==> src/design/scfc_defines.vh <==
// register map, field positions, reset values and fifo sizing constants
`ifndef SCFC_DEFINES_VH
`define SCFC_DEFINES_VH

`define SCFC_OFS_FCFG      8'h00
`define SCFC_OFS_RXCFG     8'h04
`define SCFC_OFS_MODE      8'h08
`define SCFC_OFS_STAT      8'h0C
`define SCFC_OFS_DATA      8'h10

`define SCFC_FCFG_EN       0
`define SCFC_FCFG_AUTO     1
`define SCFC_FCFG_RXGATE   2
`define SCFC_FCFG_TXGATE   3
`define SCFC_FCFG_USAGE    4
`define SCFC_FCFG_RST      8'h00

`define SCFC_RXCFG_LVL_LSB 0
`define SCFC_RXCFG_RST     2'h0

`define SCFC_MODE_RXE      0
`define SCFC_MODE_TXE      1
`define SCFC_MODE_DPX_LSB  2
`define SCFC_MODE_RST      4'h0

`define SCFC_DPX_OFF       2'h0
`define SCFC_DPX_HALF_RX   2'h1
`define SCFC_DPX_HALF_TX   2'h2
`define SCFC_DPX_FULL      2'h3

`define SCFC_SIZE_HALF     3'h4
`define SCFC_SIZE_FULL     3'h2
`define SCFC_SIZE_NOFIFO   3'h1

`endif

==> src/design/scfc_fifo.v <==
// byte fifo with a run-time capacity limit and flush
`timescale 1ns/100ps
module scfc_fifo #(
   parameter W     = 8,
   parameter DEPTH = 4,
   parameter AW    = 2
) (
   input  wire          clk_i,
   input  wire          rst_i,
   input  wire          flush_i,
   input  wire [AW:0]   limit_i,
   input  wire          wr_valid_i,
   output wire          wr_ready_o,
   input  wire [W-1:0]  wr_data_i,
   output wire          rd_valid_o,
   input  wire          rd_ready_i,
   output wire [W-1:0]  rd_data_o,
   output wire [AW:0]   count_o
);
   reg  [W-1:0] mem [0:DEPTH-1];
   reg  [AW-1:0] wr_ptr_reg;
   reg  [AW-1:0] rd_ptr_reg;
   reg  [AW:0]   count_reg;
   wire          push;
   wire          pop;

   assign wr_ready_o = (count_reg < limit_i) && !flush_i;
   assign rd_valid_o = (count_reg != {(AW+1){1'b0}});
   assign rd_data_o  = mem[rd_ptr_reg];
   assign count_o    = count_reg;
   assign push       = wr_valid_i && wr_ready_o;
   assign pop        = rd_valid_o && rd_ready_i && !flush_i;

   always @(posedge clk_i) begin
      if (push) begin
         mem[wr_ptr_reg] <= wr_data_i;
      end
   end

   always @(posedge clk_i) begin
      if (rst_i || flush_i) begin
         wr_ptr_reg <= {AW{1'b0}};
         rd_ptr_reg <= {AW{1'b0}};
         count_reg  <= {(AW+1){1'b0}};
      end else begin
         if (push) begin
            wr_ptr_reg <= wr_ptr_reg + 1'b1;
         end
         if (pop) begin
            rd_ptr_reg <= rd_ptr_reg + 1'b1;
         end
         if (push && !pop) begin
            count_reg <= count_reg + 1'b1;
         end else if (pop && !push) begin
            count_reg <= count_reg - 1'b1;
         end
      end
   end
endmodule

==> src/design/scfc_top.v <==
// serial channel fifo configuration with tx/rx fifos and wishbone slave
`timescale 1ns/100ps
`include "scfc_defines.vh"

module scfc_top #(
   parameter W     = 8,
   parameter DEPTH = 4,
   parameter AW    = 2
) (
   input  wire          clk_i,
   input  wire          rst_i,
   input  wire          wb_cyc_i,
   input  wire          wb_stb_i,
   input  wire          wb_we_i,
   input  wire [7:0]    wb_adr_i,
   input  wire [3:0]    wb_sel_i,
   input  wire [31:0]   wb_dat_i,
   output wire [31:0]   wb_dat_o,
   output wire          wb_ack_o,
   output wire [W-1:0]  tx_data_o,
   output wire          tx_valid_o,
   input  wire          tx_ready_i,
   input  wire          tx_shift_busy_i,
   input  wire          tx_buf_full_i,
   input  wire [W-1:0]  rx_data_i,
   input  wire          rx_valid_i,
   output wire          rx_ready_o,
   input  wire          rx_shift_full_i,
   input  wire          rx_buf_full_i,
   output wire          tx_enable_o,
   output wire          rx_enable_o,
   output wire          tx_irq_o,
   output wire          rx_irq_o
);
   reg  [7:0]    fifo_configuration_reg;
   reg  [1:0]    rx_fifo_config_reg;
   reg  [3:0]    mode_reg;
   reg           ack_reg;
   reg  [31:0]   dat_reg;
   reg  [W-1:0]  tx_data_reg;
   reg           tx_valid_reg;
   reg           rx_ready_reg;
   reg           tx_irq_reg;
   reg           rx_irq_reg;
   reg  [31:0]   rdata;
   reg  [AW:0]   tx_limit;
   reg  [AW:0]   rx_max;
   reg  [3:0]    mode_next;

   wire          fifo_en;
   wire          auto_transfer_shutdown;
   wire          rx_fifo_irq_gate;
   wire          tx_fifo_irq_gate;
   wire          rx_fifo_usage_select;
   wire [1:0]    duplex;
   wire          rx_on;
   wire          tx_on;
   wire [AW:0]   fill_level;
   wire [AW:0]   rx_limit;
   wire          bus_req;
   wire          wr_now;
   wire          rd_now;
   wire          wr_cfg;
   wire          hit_data;
   wire          tx_push;
   wire          tx_wr_ready;
   wire          tx_rd_valid;
   wire [W-1:0]  tx_rd_data;
   wire          tx_pop;
   wire [AW:0]   tx_count;
   wire          rx_rd_valid;
   wire [W-1:0]  rx_rd_data;
   wire          rx_pop;
   wire [AW:0]   rx_count;
   wire          rx_push;
   wire [AW+2:0] rx_held;
   wire          rx_full_cond;
   wire          tx_empty_cond;
   wire [AW+1:0] rx_next;

   assign fifo_en                = fifo_configuration_reg[`SCFC_FCFG_EN];
   assign auto_transfer_shutdown = fifo_configuration_reg[`SCFC_FCFG_AUTO];
   assign rx_fifo_irq_gate       = fifo_configuration_reg[`SCFC_FCFG_RXGATE];
   assign tx_fifo_irq_gate       = fifo_configuration_reg[`SCFC_FCFG_TXGATE];
   assign rx_fifo_usage_select   = fifo_configuration_reg[`SCFC_FCFG_USAGE];
   assign duplex = mode_reg[`SCFC_MODE_DPX_LSB+1:`SCFC_MODE_DPX_LSB];
   assign rx_on  = mode_reg[`SCFC_MODE_RXE];
   assign tx_on  = mode_reg[`SCFC_MODE_TXE];

   // fill level 0 stands for the whole configured depth
   assign fill_level = (rx_fifo_config_reg == 2'h0) ? rx_max :
                       {{(AW-1){1'b0}}, rx_fifo_config_reg};
   assign rx_limit = (rx_fifo_usage_select && fifo_en) ?
                     ((fill_level < rx_max) ? fill_level : rx_max) : rx_max;

   // fifo sizes follow the duplex setting once the fifo is enabled
   always @* begin
      tx_limit = `SCFC_SIZE_NOFIFO;
      rx_max   = `SCFC_SIZE_NOFIFO;
      if (fifo_en) begin
         case (duplex)
            `SCFC_DPX_HALF_RX: begin
               rx_max   = `SCFC_SIZE_HALF;
               tx_limit = `SCFC_SIZE_NOFIFO;
            end
            `SCFC_DPX_HALF_TX: begin
               tx_limit = `SCFC_SIZE_HALF;
               rx_max   = `SCFC_SIZE_NOFIFO;
            end
            `SCFC_DPX_FULL: begin
               tx_limit = `SCFC_SIZE_FULL;
               rx_max   = `SCFC_SIZE_FULL;
            end
            default: begin
               tx_limit = `SCFC_SIZE_NOFIFO;
               rx_max   = `SCFC_SIZE_NOFIFO;
            end
         endcase
      end
   end

   // wishbone classic: ack one cycle after the strobe, effects at ack edge
   assign bus_req  = wb_cyc_i && wb_stb_i;
   assign wr_now   = bus_req && ack_reg && wb_we_i;
   assign rd_now   = bus_req && ack_reg && !wb_we_i;
   assign hit_data = (wb_adr_i == `SCFC_OFS_DATA);
   assign wr_cfg   = wr_now && wb_sel_i[0];
   assign tx_push  = wr_cfg && hit_data;
   assign rx_pop   = rd_now && hit_data && rx_rd_valid;

   scfc_fifo #(
      .W     (W),
      .DEPTH (DEPTH),
      .AW    (AW)
   ) u_tx_fifo (
      .clk_i      (clk_i),
      .rst_i      (rst_i),
      .flush_i    (!tx_on),
      .limit_i    (tx_limit),
      .wr_valid_i (tx_push),
      .wr_ready_o (tx_wr_ready),
      .wr_data_i  (wb_dat_i[W-1:0]),
      .rd_valid_o (tx_rd_valid),
      .rd_ready_i (tx_pop),
      .rd_data_o  (tx_rd_data),
      .count_o    (tx_count)
   );

   scfc_fifo #(
      .W     (W),
      .DEPTH (DEPTH),
      .AW    (AW)
   ) u_rx_fifo (
      .clk_i      (clk_i),
      .rst_i      (rst_i),
      .flush_i    (!rx_on),
      .limit_i    (rx_limit),
      .wr_valid_i (rx_push),
      .wr_ready_o (),
      .wr_data_i  (rx_data_i),
      .rd_valid_o (rx_rd_valid),
      .rd_ready_i (rx_pop),
      .rd_data_o  (rx_rd_data),
      .count_o    (rx_count)
   );

   // output stage toward the transmit shifter refills when empty or taken
   assign tx_pop  = tx_rd_valid && (!tx_valid_reg || tx_ready_i);
   assign rx_push = rx_valid_i && rx_ready_reg;
   assign rx_next = {1'b0, rx_count} + {{(AW+1){1'b0}}, rx_push}
                    - {{(AW+1){1'b0}}, rx_pop};

   // bytes held in shifter, buffer and fifo versus the selected count
   assign rx_held = {2'b00, rx_count} + {{(AW+2){1'b0}}, rx_shift_full_i}
                    + {{(AW+2){1'b0}}, rx_buf_full_i};
   assign rx_full_cond  = fifo_en && rx_on &&
                          (rx_held >= {2'b00, rx_limit});
   assign tx_empty_cond = fifo_en && tx_on && !tx_rd_valid &&
                          !tx_valid_reg && !tx_shift_busy_i &&
                          !tx_buf_full_i;

   // hardware shutdown first, a software write in the same cycle wins
   always @* begin
      mode_next = mode_reg;
      if (auto_transfer_shutdown) begin
         case (duplex)
            `SCFC_DPX_HALF_RX: begin
               if (rx_full_cond) begin
                  mode_next[`SCFC_MODE_RXE] = 1'b0;
               end
            end
            `SCFC_DPX_HALF_TX: begin
               if (tx_empty_cond) begin
                  mode_next[`SCFC_MODE_TXE] = 1'b0;
               end
            end
            `SCFC_DPX_FULL: begin
               if (rx_full_cond || tx_empty_cond) begin
                  mode_next[`SCFC_MODE_RXE] = 1'b0;
                  mode_next[`SCFC_MODE_TXE] = 1'b0;
               end
            end
            default: begin
               mode_next = mode_reg;
            end
         endcase
      end
      if (wr_cfg && (wb_adr_i == `SCFC_OFS_MODE)) begin
         mode_next = wb_dat_i[3:0];
      end
   end

   always @* begin
      rdata = 32'h0000_0000;
      case (wb_adr_i)
         `SCFC_OFS_FCFG: rdata[7:0] = fifo_configuration_reg;
         `SCFC_OFS_RXCFG: rdata[1:0] = rx_fifo_config_reg;
         `SCFC_OFS_MODE: rdata[3:0] = mode_reg;
         `SCFC_OFS_STAT: begin
            rdata[AW:0]   = tx_count;
            rdata[AW+8:8] = rx_count;
            rdata[16]     = tx_wr_ready;
            rdata[17]     = rx_rd_valid;
            rdata[18]     = tx_empty_cond;
            rdata[19]     = rx_full_cond;
         end
         `SCFC_OFS_DATA: rdata[W-1:0] = rx_rd_valid ? rx_rd_data :
                                       {W{1'b0}};
         default: rdata = 32'h0000_0000;
      endcase
   end

   always @(posedge clk_i) begin
      if (rst_i) begin
         fifo_configuration_reg <= `SCFC_FCFG_RST;
         rx_fifo_config_reg     <= `SCFC_RXCFG_RST;
         mode_reg               <= `SCFC_MODE_RST;
         ack_reg                <= 1'b0;
         dat_reg                <= 32'h0000_0000;
      end else begin
         ack_reg  <= bus_req && !ack_reg;
         dat_reg  <= rdata;
         mode_reg <= mode_next;
         if (wr_cfg && (wb_adr_i == `SCFC_OFS_FCFG)) begin
            // bits 7..5 are stored as written; software keeps them zero
            fifo_configuration_reg <= wb_dat_i[7:0];
         end
         if (wr_cfg && (wb_adr_i == `SCFC_OFS_RXCFG)) begin
            rx_fifo_config_reg <= wb_dat_i[1:0];
         end
      end
   end

   always @(posedge clk_i) begin
      if (rst_i) begin
         tx_data_reg  <= {W{1'b0}};
         tx_valid_reg <= 1'b0;
         rx_ready_reg <= 1'b0;
         tx_irq_reg   <= 1'b0;
         rx_irq_reg   <= 1'b0;
      end else begin
         if (!tx_on) begin
            tx_valid_reg <= 1'b0;
         end else if (tx_pop) begin
            tx_data_reg  <= tx_rd_data;
            tx_valid_reg <= 1'b1;
         end else if (tx_ready_i) begin
            tx_valid_reg <= 1'b0;
         end
         rx_ready_reg <= mode_next[`SCFC_MODE_RXE] &&
                         (rx_next < {1'b0, rx_limit});
         tx_irq_reg <= fifo_en && tx_fifo_irq_gate && tx_on &&
                       !tx_rd_valid;
         rx_irq_reg <= fifo_en && rx_fifo_irq_gate && rx_on &&
                       (rx_count >= fill_level);
      end
   end

   assign wb_ack_o    = ack_reg;
   assign wb_dat_o    = dat_reg;
   assign tx_data_o   = tx_data_reg;
   assign tx_valid_o  = tx_valid_reg;
   assign rx_ready_o  = rx_ready_reg;
   assign tx_enable_o = mode_reg[`SCFC_MODE_TXE];
   assign rx_enable_o = mode_reg[`SCFC_MODE_RXE];
   assign tx_irq_o    = tx_irq_reg;
   assign rx_irq_o    = rx_irq_reg;
endmodule
==> config.mk <==
export PLATFORM = sky130hd
export DESIGN_NAME = scfc_top
export DESIGN_NICKNAME = d
export VERILOG_FILES = /design/src/design/scfc_fifo.v /design/src/design/scfc_top.v
export VERILOG_INCLUDE_DIRS = /design/src /design/src/design
export SDC_FILE = /design/constraint.sdc
export NUM_CORES = 1
export LEC_CHECK = 0
export BUFFER_PORTS_ARGS = -buffer_cell sky130_fd_sc_hd__buf_2
export CAP_MARGIN = 20
export CORE_AREA = 2 2 104 106
export CTS_CLUSTER_SIZE = 24
export DETAILED_ROUTE_END_ITERATION = 16
export DIE_AREA = 0 0 106 108
export GPL_ROUTABILITY_DRIVEN = 0
export GPL_TIMING_DRIVEN = 1
export PLACE_DENSITY_LB_ADDON = 0.05
export RECOVER_POWER = 25
export SLEW_MARGIN = 40
export SYNTH_ARGS = -nofsm -noshare
export SYNTH_HDL_FRONTEND = slang
export SYNTH_SLANG_ARGS = --single-unit
export TNS_END_PERCENT = 20
==> constraint.sdc <==
create_clock -name clk_i -period 4.35 [get_ports clk_i]
set_input_delay 0.2175 -clock clk_i [delete_from_list [all_inputs] [get_ports clk_i]]
set_output_delay 0.2175 -clock clk_i [all_outputs]
set_load 0.03 [all_outputs]
==> flow_summary_export.csv, run 1 <==
group,metric,value,unit
outcome,status,"finished clean",
critical_path,crit_type,"reg -> reg",
grt,track_usage,21.79,%
timing,relSlewSlack,57.70,%
clock_tree,cts_tree,"done",
placement,dpl.hpwl,8032,µm
power_and_ir_drop,comb_power_share,2.9,%
min_path,worstHoldStart,"tx_buf_full_i",
min_path,worstHoldEndpoint,"wb_dat_o[18]",
critical_path,rrSetupSlack,350,ps
clock_tree,numClockSinks,122,
floorplanning,io_pins,110,
timing,fin_crit_sh,91.84,%
timing,finalSetupTns,0,ps
yosys,postSynthCellCount,459,
critical_path,crit_start,"mode_reg[2]",
power_and_ir_drop,swShare,21.00,%
timing,max_freq,0.2503,GHz
yosys,netlist.area_leader.share,34.81,%
critical_path,cp-start-kind,"register",
grt,met2_usage,36.82,%
power_and_ir_drop,seqPwrFrac,46.8,%
floorplanning,dieArea,11450,µm²
drt,firstDrtPassIters,4,
grt,grt_max_degree,32,
critical_path,r2r_cells,17,
floorplanning,design.core.area,10230,µm²
timing,hold_viol,0,
yosys,synth_cell_types,59,
grt,met3_usage,5.726,%
timing,tightestPinTransition,633.6,ps
critical_path,cp_top_family,"adder cells",
drt,route.detailed.drc,0,
critical_path,timing.rr.start,"mode_reg[2]",
timing,rsz0062_at_grt,"no",
floorplanning,fp.dieW,106,µm
floorplanning,initial_core_util,53.97,%
timing,maxSlewViolCount,0,
yosys,synth-async-reset-ratio,0,%
finish,diodes,0,
power_and_ir_drop,peakVddDrop,0.0002583,V
clock_tree,clkLatencyLatePin,520,ps
yosys,yosys_most_used_dff,"edfxtp_1",
yosys,yosysSeqAreaShare,55.84,%
clock_tree,clock_path_buffers,2,
clock_tree,clock-root-buffer,"clkbuf_8",
critical_path,cp.required,4800,ps
clock_tree,clk_pin_slew,60,ps
drt,vias_per_cell,5.380,
yosys,synth_top_cell_by_area,"edfxtp_1",
finish,fillers,804,
critical_path,cp_max_fo,7,
drt,avgRoutedWirePerCell,16.27,µm
yosys,postSynthAreaPerCell,12.03,µm²
power_and_ir_drop,switchingPower,543.3,µW
drt,ant_nets,0,
min_path,min_path_cells,4,
timing,period_needed,3995,ps
clock_tree,ctsHtreeMaxLevel,4,
critical_path,end_kind,"register",
grt,grt_first_pass_wirelength,18800,µm
yosys,synthTopCellsByArea,"edfxtp_1 35%, dfxtp_1 21%, ha_1 6.6%",
yosys,synth_edf_count,64,
critical_path,crit_path_cell_trace,"and3_1 > inv_1 > o21bai_1 > ha_1 > inv_1 > o2111ai_2 > o21ai_1 > ha_1 > or2_2 > a21oi_2 > or2_4 > ha_1 > inv_1 > fa_1 > xor2_1 > or3_1 > a21oi_1",
finish,area_delta_synth_final,20.33,%
critical_path,cp_num_cells,17,
critical_path,worstPathBufferInverterCount,3,
power_and_ir_drop,design_power_total,2588,µW
critical_path,cpMaxStageDelayCell,"dfxtp_1",
drt,vias,3766,
grt,grt_overflow_total,0,
yosys,ys_ff_latch,122,
grt,antenna_found_initial,0,
critical_path,crit_arrival,4440,ps
drt,first_iter_violations,139,
critical_path,r2r-end,"u_rx_fifo.count_o[2]",
drt,finalWirelength,11390,µm
yosys,synth.cell_area,5522,µm²
grt,grt_busiest_layer,"met2",
finish,finalNetCount,647,
timing,clock_skew,8.212,ps
power_and_ir_drop,clkPwrFrac,50.4,%
clock_tree,numCtsBuffers,17,
flow_run,cap_violations,0,
yosys,synth_warnings,0,
finish,drive_gt1_share,20.57,%
min_path,hold_class,"in -> reg",
floorplanning,die_h,108,µm
floorplanning,num_rows,37,
grt,grtUsageMet1,26.87,%
power_and_ir_drop,pwr_density_cell,389.5,nW/µm²
yosys,yosysMostFrequentCell,"edfxtp_1",
placement,port_buffers,65,
yosys,synthTopCellsByCount,"64 x edfxtp_1, 58 x dfxtp_1, 46 x nand2_1",
critical_path,critPathMaxStageDelay,440,ps
power_and_ir_drop,internal-power,2044,µW
grt,grt_pass1_vias,3745,
timing,finalSetupViolations,0,
power_and_ir_drop,leakage,0.002469,µW
final cells by class:
type	instances	area [µm²]	share of cell area, %
sequential	122	3083	46.40
inverter	21	78.83	1.186
multi-input combinational	298	2213	33.31
clock inverter	12	125.1	1.883
timing repair buffer	91	548.0	8.249
clock buffer	20	425.4	6.403
tap	136	170.2	2.561
how the worst max path moves through the flow:
stage / to
final: u_rx_fifo.count_o[2]
after detailed placement: u_rx_fifo.count_o[2]
after global placement: u_rx_fifo.count_o[2]
after CTS: u_rx_fifo.count_o[2]
after global routing: u_rx_fifo.count_o[2]
after floorplan: u_rx_fifo.count_o[2]
worst register-to-register path: cells and delay by family (launching register included):
family,cells,cell delay [ps]
and+or+nand+nor,4,1030
adders and majority gates,4,1110
buffers and inverters,3,220
DFF,1,440
AOI/OAI and AO/OA,5,990
xor gates and xnor gates,1,160
power groups by stage:
stage / Clock, µW / Sequential (µW) / Combinational [µW]
after floorplan: 0 / 1240 / 43.1
after global placement: 0 / 1230 / 60.6
after detailed placement: 0 / 1230 / 62.4
after CTS: 1320 / 1210 / 74.9
after global routing: 1380 / 1210 / 81.1
final: 1300 / 1210 / 73.8
stage by stage:
stage	utilization, %	hold slack (ps)	instances	cell area, µm²	setup slack, ps
floorplan	-	316.4	475	5582	506.8
global placement	57.91	415.6	650	5924	314.2
detailed placement	57.91	429.6	650	5924	154.4
CTS	65.05	4.783	700	6655	142.1
global route	64.94	35.06	700	6644	73.12
finish	64.94	19.98	700	6644	355.0
kinds of logic after synthesis:
| group | Yosys count | synth area share (%) |
|---|---|---|
| and+or+nand+nor | 141 | 12.62 |
| muxes | 23 | 7.841 |
| other | 1 | 0.06792 |
| adders and majority gates | 33 | 8.022 |
| DFF | 122 | 55.83 |
| AOI/OAI and AO/OA | 72 | 8.430 |
| xor gates and xnor gates | 12 | 1.904 |
| buffers and inverters | 55 | 5.280 |
metal layers:
layer	part of all wire [%]	wire (µm)
met1	44	4967
met2	50	5687
met3	4.5	509
met4	2.0	226
met5	0	0
placed cells by master (no fill, tap or decap), types with 17 or more instances in the layout:
cell	count
nor2_1	29
conb_1	17
edfxtp_1	64
buf_2	51
nand3_1	19
dfxtp_1	58
inv_1	19
dlygate4sd3_1	18
nand2_1	46
ha_1	29
clkbuf_1	17
a21oi_1	32
repair_timing:
action,CTS,global route
hold buffers,18,0
endpoints found under the hold margin,65,0
gates resized for setup,0,3
setup endpoints to repair,0,1
buffers inserted,0,0
No activity file was read; power rests on OpenSTA's default activity.
==> inputs of run 2 (changes only) <==
--- a/config.mk
+++ b/config.mk
@@ -8,13 +8,13 @@
 export LEC_CHECK = 0
 export BUFFER_PORTS_ARGS = -buffer_cell sky130_fd_sc_hd__buf_2
 export CAP_MARGIN = 20
-export CORE_AREA = 2 2 104 106
+export CORE_AREA = 2 2 100 102
 export CTS_CLUSTER_SIZE = 24
 export DETAILED_ROUTE_END_ITERATION = 16
-export DIE_AREA = 0 0 106 108
+export DIE_AREA = 0 0 102 104
 export GPL_ROUTABILITY_DRIVEN = 0
 export GPL_TIMING_DRIVEN = 1
-export PLACE_DENSITY_LB_ADDON = 0.05
+export PLACE_DENSITY = 0.89
 export RECOVER_POWER = 25
 export SLEW_MARGIN = 40
 export SYNTH_ARGS = -nofsm -noshare
==> constraint.sdc (replaced) <==
create_clock -name clk_i -period 4.8 [get_ports clk_i]
set_input_delay 0.24 -clock clk_i [delete_from_list [all_inputs] [get_ports clk_i]]
set_output_delay 0.24 -clock clk_i [all_outputs]
set_load 0.03 [all_outputs]
==> flow_summary_export.csv, run 2 (same netlist as run 1, synthesis figures left out) <==
group,metric,value,unit
power_and_ir_drop,design_power_total,2424,µW
drt,route.detailed.drc,0,
grt,met2_usage,41.12,%
timing,max_freq,0.2207,GHz
clock_tree,numClockSinks,122,
grt,grt_busiest_layer,"met2",
timing,fin_crit_sh,94.40,%
min_path,hold_class,"in -> reg",
clock_tree,ctsHtreeMaxLevel,4,
grt,met3_usage,6.519,%
critical_path,rrSetupSlack,270,ps
critical_path,crit_arrival,4980,ps
clock_tree,clock-root-buffer,"clkbuf_8",
power_and_ir_drop,leakage,0.002465,µW
floorplanning,dieArea,10610,µm²
timing,rsz0062_at_grt,"no",
floorplanning,initial_core_util,57.82,%
placement,dpl_worst_slack,283.5,ps
grt,grtUsageMet1,27.62,%
clock_tree,numCtsBuffers,17,
grt,antenna_found_initial,0,
drt,ant_nets,0,
drt,first_iter_violations,385,
timing,relSlewSlack,50.76,%
finish,fillers,657,
placement,place_area,5882,µm²
drt,finalWirelength,12010,µm
finish,layout_commonest_cell,"edfxtp_1",
clock_tree,clk_pin_slew,60,ps
floorplanning,fp.dieW,102,µm
timing,finalSetupViolations,0,
timing,maxSlewViolCount,0,
timing,period_needed,4531,ps
grt,grt_overflow_total,0,
clock_tree,cts_tree,"done",
power_and_ir_drop,pwr_density_cell,366.4,nW/µm²
critical_path,end_kind,"register",
timing,finalWorstSetupSlack,268.8,ps
critical_path,cp-start-kind,"register",
finish,layout_common_cells,"64 x edfxtp_1, 58 x dfxtp_1, 51 x buf_2",
drt,vias_per_cell,5.624,
timing,finalSetupTns,0,ps
grt,track_usage,23.71,%
finish,multiInputGateArea,2213,µm²
placement,dpl.hpwl,8134,µm
drt,vias,3875,
floorplanning,num_rows,36,
floorplanning,design.core.area,9549,µm²
floorplanning,io_pins,110,
outcome,status,"finished clean",
critical_path,crit_type,"reg -> reg",
grt,grt_first_pass_wirelength,19000,µm
clock_tree,clock_path_buffers,2,
finish,regArea,3083,µm²
finish,finish.instance_area,6614,µm²
finish,drive_gt1_share,20.32,%
timing,tightestPinTransition,735.9,ps
grt,grt_max_degree,32,
grt,grt_pass1_vias,3954,
power_and_ir_drop,peakVddDrop,0.0002336,V
clock_tree,clkLatencyLatePin,520,ps
flow_run,cap_violations,0,
floorplanning,die_h,104,µm
critical_path,cp.required,5250,ps
timing,hold_viol,0,
finish,diodes,0,
critical_path,cp_max_fo,10,
timing,fin_worst_hold_slack,52.30,ps
drt,avgRoutedWirePerCell,17.44,µm
drt,firstDrtPassIters,5,
finish,area_delta_synth_final,19.78,%
finish,finalNetCount,639,
timing,clock_skew,6.475,ps
placement,port_buffers,65,
## run 2: worst max-delay path: stages (launching register included)
cell	delay, ps
dfxtp_1	580
and3_1	290
inv_1	90
o21bai_1	250
ha_1	300
inv_1	70
o2111ai_2	180
o21ai_1	360
ha_1	290
or2_2	270
a21oi_1	230
or2_1	260
ha_1	230
inv_1	60
fa_1	370
xor2_1	160
or3_1	320
a21oi_1	150
## run 2: worst paths after layout
kind                     start                    to  cells past startpoint
setup / recovery   mode_reg[3]  u_rx_fifo.count_o[2]                     17
hold reg to reg   tx_data_o[2]          tx_data_o[2]                      2
setup reg to reg   mode_reg[3]  u_rx_fifo.count_o[2]                     17
hold / removal      tx_ready_i            tx_valid_o                      3
## run 2: what timing repair did
item	in CTS	in global routing
resized for setup	0	1
endpoints found under the setup margin	0	1
endpoints found under the hold margin	57	0
buffers inserted	0	0
hold buffers	16	0
## run 2: power by group
group	internal [µW]	switching, µW
combinational	21.5	46.1
clock	720	540
sequential	1100	0.302
## run 2: per-layer routing
layer,up-vias,routed length (µm)
li1,1795,-
met1,1864,4521
met2,179,6368
met3,37,804
met4,0,319
met5,-,0
## run 2: area by class of cell
cell class	count	share of cell area (%)
clock buffer	17	6.262
tap	133	2.516
multi-input combinational	298	33.47
timing repair buffer	83	7.302
clock inverter	15	2.649
sequential	122	46.61
inverter	21	1.192
## run 2: per-stage QoR
step           util, %  std cells
3_5_place_dp     61.60        641
6_report         69.26        689
2_1_floorplan        -        475
5_1_grt          69.26        689
3_3_place_gp     61.53        641
4_1_cts          69.44        689
==> inputs of run 3 (changes only) <==
--- a/config.mk
+++ b/config.mk
@@ -9,6 +9,7 @@
 export BUFFER_PORTS_ARGS = -buffer_cell sky130_fd_sc_hd__buf_2
 export CAP_MARGIN = 20
 export CORE_AREA = 2 2 100 102
+export CTS_CLUSTER_DIAMETER = 100
 export CTS_CLUSTER_SIZE = 24
 export DETAILED_ROUTE_END_ITERATION = 16
 export DIE_AREA = 0 0 102 104
@@ -16,6 +17,7 @@
 export GPL_TIMING_DRIVEN = 1
 export PLACE_DENSITY = 0.89
 export RECOVER_POWER = 25
+export SETUP_SLACK_MARGIN = 0.4
 export SLEW_MARGIN = 40
 export SYNTH_ARGS = -nofsm -noshare
 export SYNTH_HDL_FRONTEND = slang
==> flow_summary_export.csv, run 3 (same netlist as run 1, synthesis figures left out) <==
group,metric,value,unit
outcome,status,"finished clean",
timing,finalSetupViolations,0,
clock_tree,numClockSinks,122,
placement,dpl_worst_slack,283.5,ps
critical_path,cpMaxStageDelayCell,"dfxtp_2",
finish,utilization,69.38,%
min_path,worstHoldStart,"tx_ready_i",
critical_path,cp.required,5250,ps
timing,fin_crit_sh,86.06,%
timing,rsz0062_at_grt,"no",
critical_path,cp_top_family,"adder cells",
placement,port_buffers,65,
timing,relSlewSlack,51.08,%
floorplanning,design.core.area,9549,µm²
drt,finalWirelength,12100,µm
floorplanning,io_pins,110,
drt,first_iter_violations,356,
power_and_ir_drop,leakage,0.002473,µW
finish,diodes,0,
grt,grt_max_degree,32,
finish,layout_commonest_cell,"edfxtp_1",
grt,track_usage,23.79,%
min_path,hold_class,"in -> reg",
finish,layout_common_cells,"64 x edfxtp_1, 57 x dfxtp_1, 51 x buf_2",
power_and_ir_drop,peakVddDrop,0.0002369,V
finish,regArea,3084,µm²
clock_tree,ctsHtreeMaxLevel,4,
finish,finalNetCount,639,
grt,grt_first_pass_wirelength,19060,µm
finish,instances_no_fill,689,
critical_path,end_kind,"register",
power_and_ir_drop,design_power_total,2430,µW
timing,finalSetupTns,0,ps
drt,route.detailed.drc,0,
finish,area_delta_synth_final,19.99,%
clock_tree,numCtsBuffers,17,
timing,finalWorstSetupSlack,669.1,ps
critical_path,worstPathBufferInverterCount,3,
power_and_ir_drop,pwr_density_cell,366.8,nW/µm²
placement,dp_cells,641,
drt,ant_nets,0,
critical_path,crit_type,"reg -> reg",
timing,max_freq,0.2421,GHz
finish,fillers,655,
timing,hold_viol,0,
floorplanning,num_rows,36,
flow_run,cap_violations,0,
grt,antenna_found_initial,0,
floorplanning,initial_core_util,57.82,%
critical_path,crit_path_cell_trace,"and3_1 > inv_1 > o21bai_2 > ha_1 > inv_1 > o2111ai_2 > o21ai_2 > ha_1 > or2_2 > a21oi_1 > or2_4 > ha_1 > inv_1 > fa_1 > xor2_1 > or3_1 > a21oi_1",
critical_path,crit_arrival,4590,ps
critical_path,cp-start-kind,"register",
placement,dpl.hpwl,8134,µm
drt,firstDrtPassIters,5,
critical_path,cp_max_fo,10,
timing,maxSlewViolCount,0,
grt,grt_pass1_vias,3972,
drt,vias,3854,
finish,multiInputGateArea,2223,µm²
floorplanning,fp.dieW,102,µm
critical_path,critPathMaxStageDelay,460,ps
clock_tree,clock-root-buffer,"clkbuf_8",
grt,grt_overflow_total,0,
timing,period_needed,4131,ps
floorplanning,dieArea,10610,µm²
clock_tree,clk_pin_slew,70,ps
critical_path,timing.rr.start,"mode_reg[3]",
clock_tree,cts_tree,"done",
critical_path,crit_start,"mode_reg[3]",
clock_tree,post_cts_buffers,0,
finish,drive_gt1_share,21.04,%
floorplanning,die_h,104,µm
timing,tightestPinTransition,731.1,ps
timing,clock_skew,6.702,ps
clock_tree,clock_path_buffers,2,
drt,avgRoutedWirePerCell,17.57,µm
clock_tree,clkLatencyLatePin,530,ps
drt,vias_per_cell,5.594,
run 3: per-layer routing:
| metal | track usage (%) | part of all wire, % |
|---|---|---|
| met1 | 27.62 | 38 |
| met2 | 41.35 | 53 |
| met3 | 6.519 | 6.5 |
| met4 | 9.048 | 2.5 |
| met5 | 0 | 0 |
run 3: layout make-up:
type	count	share of cell area (%)
multi-input cells	298	33.56
clock buffers	17	6.251
inverters	21	1.190
clock inverters	15	2.644
repair buffers	83	7.290
flip-flops and latches	122	46.55
well taps	133	2.512
run 3: final timing paths:
check | to | slack, ps | cells after the start
setup / recovery | u_rx_fifo.count_o[2] | 670 | 17
hold / removal | tx_valid_o | 50 | 3
setup reg to reg | u_rx_fifo.count_o[2] | 670 | 17
hold reg to reg | tx_data_o[2] | 460 | 2
run 3: through the flow:
stage	cell area [µm²]	hold slack (ps)
after floorplan	5582	338.9
after global routing	6625	47.17
after global placement	5876	414.2
final	6625	47.94
after detailed placement	5882	444.0
after CTS	6633	3.830
run 3: worst register-to-register path, cell delays in order, from the launching register on:
cell and delay [ps]:
dfxtp_2 460, and3_1 270, inv_1 100, o21bai_2 190
ha_1 270, inv_1 70, o2111ai_2 190, o21ai_2 280
ha_1 270, or2_2 270, a21oi_1 250, or2_4 200
ha_1 190, inv_1 60, fa_1 370, xor2_1 160
or3_1 310, a21oi_1 150
run 3: power breakdown:
group	leakage, µW	internal [µW]	switching (µW)
clock	0.000286	720	546
combinational	0.00114	21.5	46.1
sequential	0.00104	1100	0.289
run 3: timing repair:
item	in CTS	in global routing
setup endpoints to repair	1	1
resized for setup	2	3
endpoints found under the hold margin	57	0
hold buffers	16	0
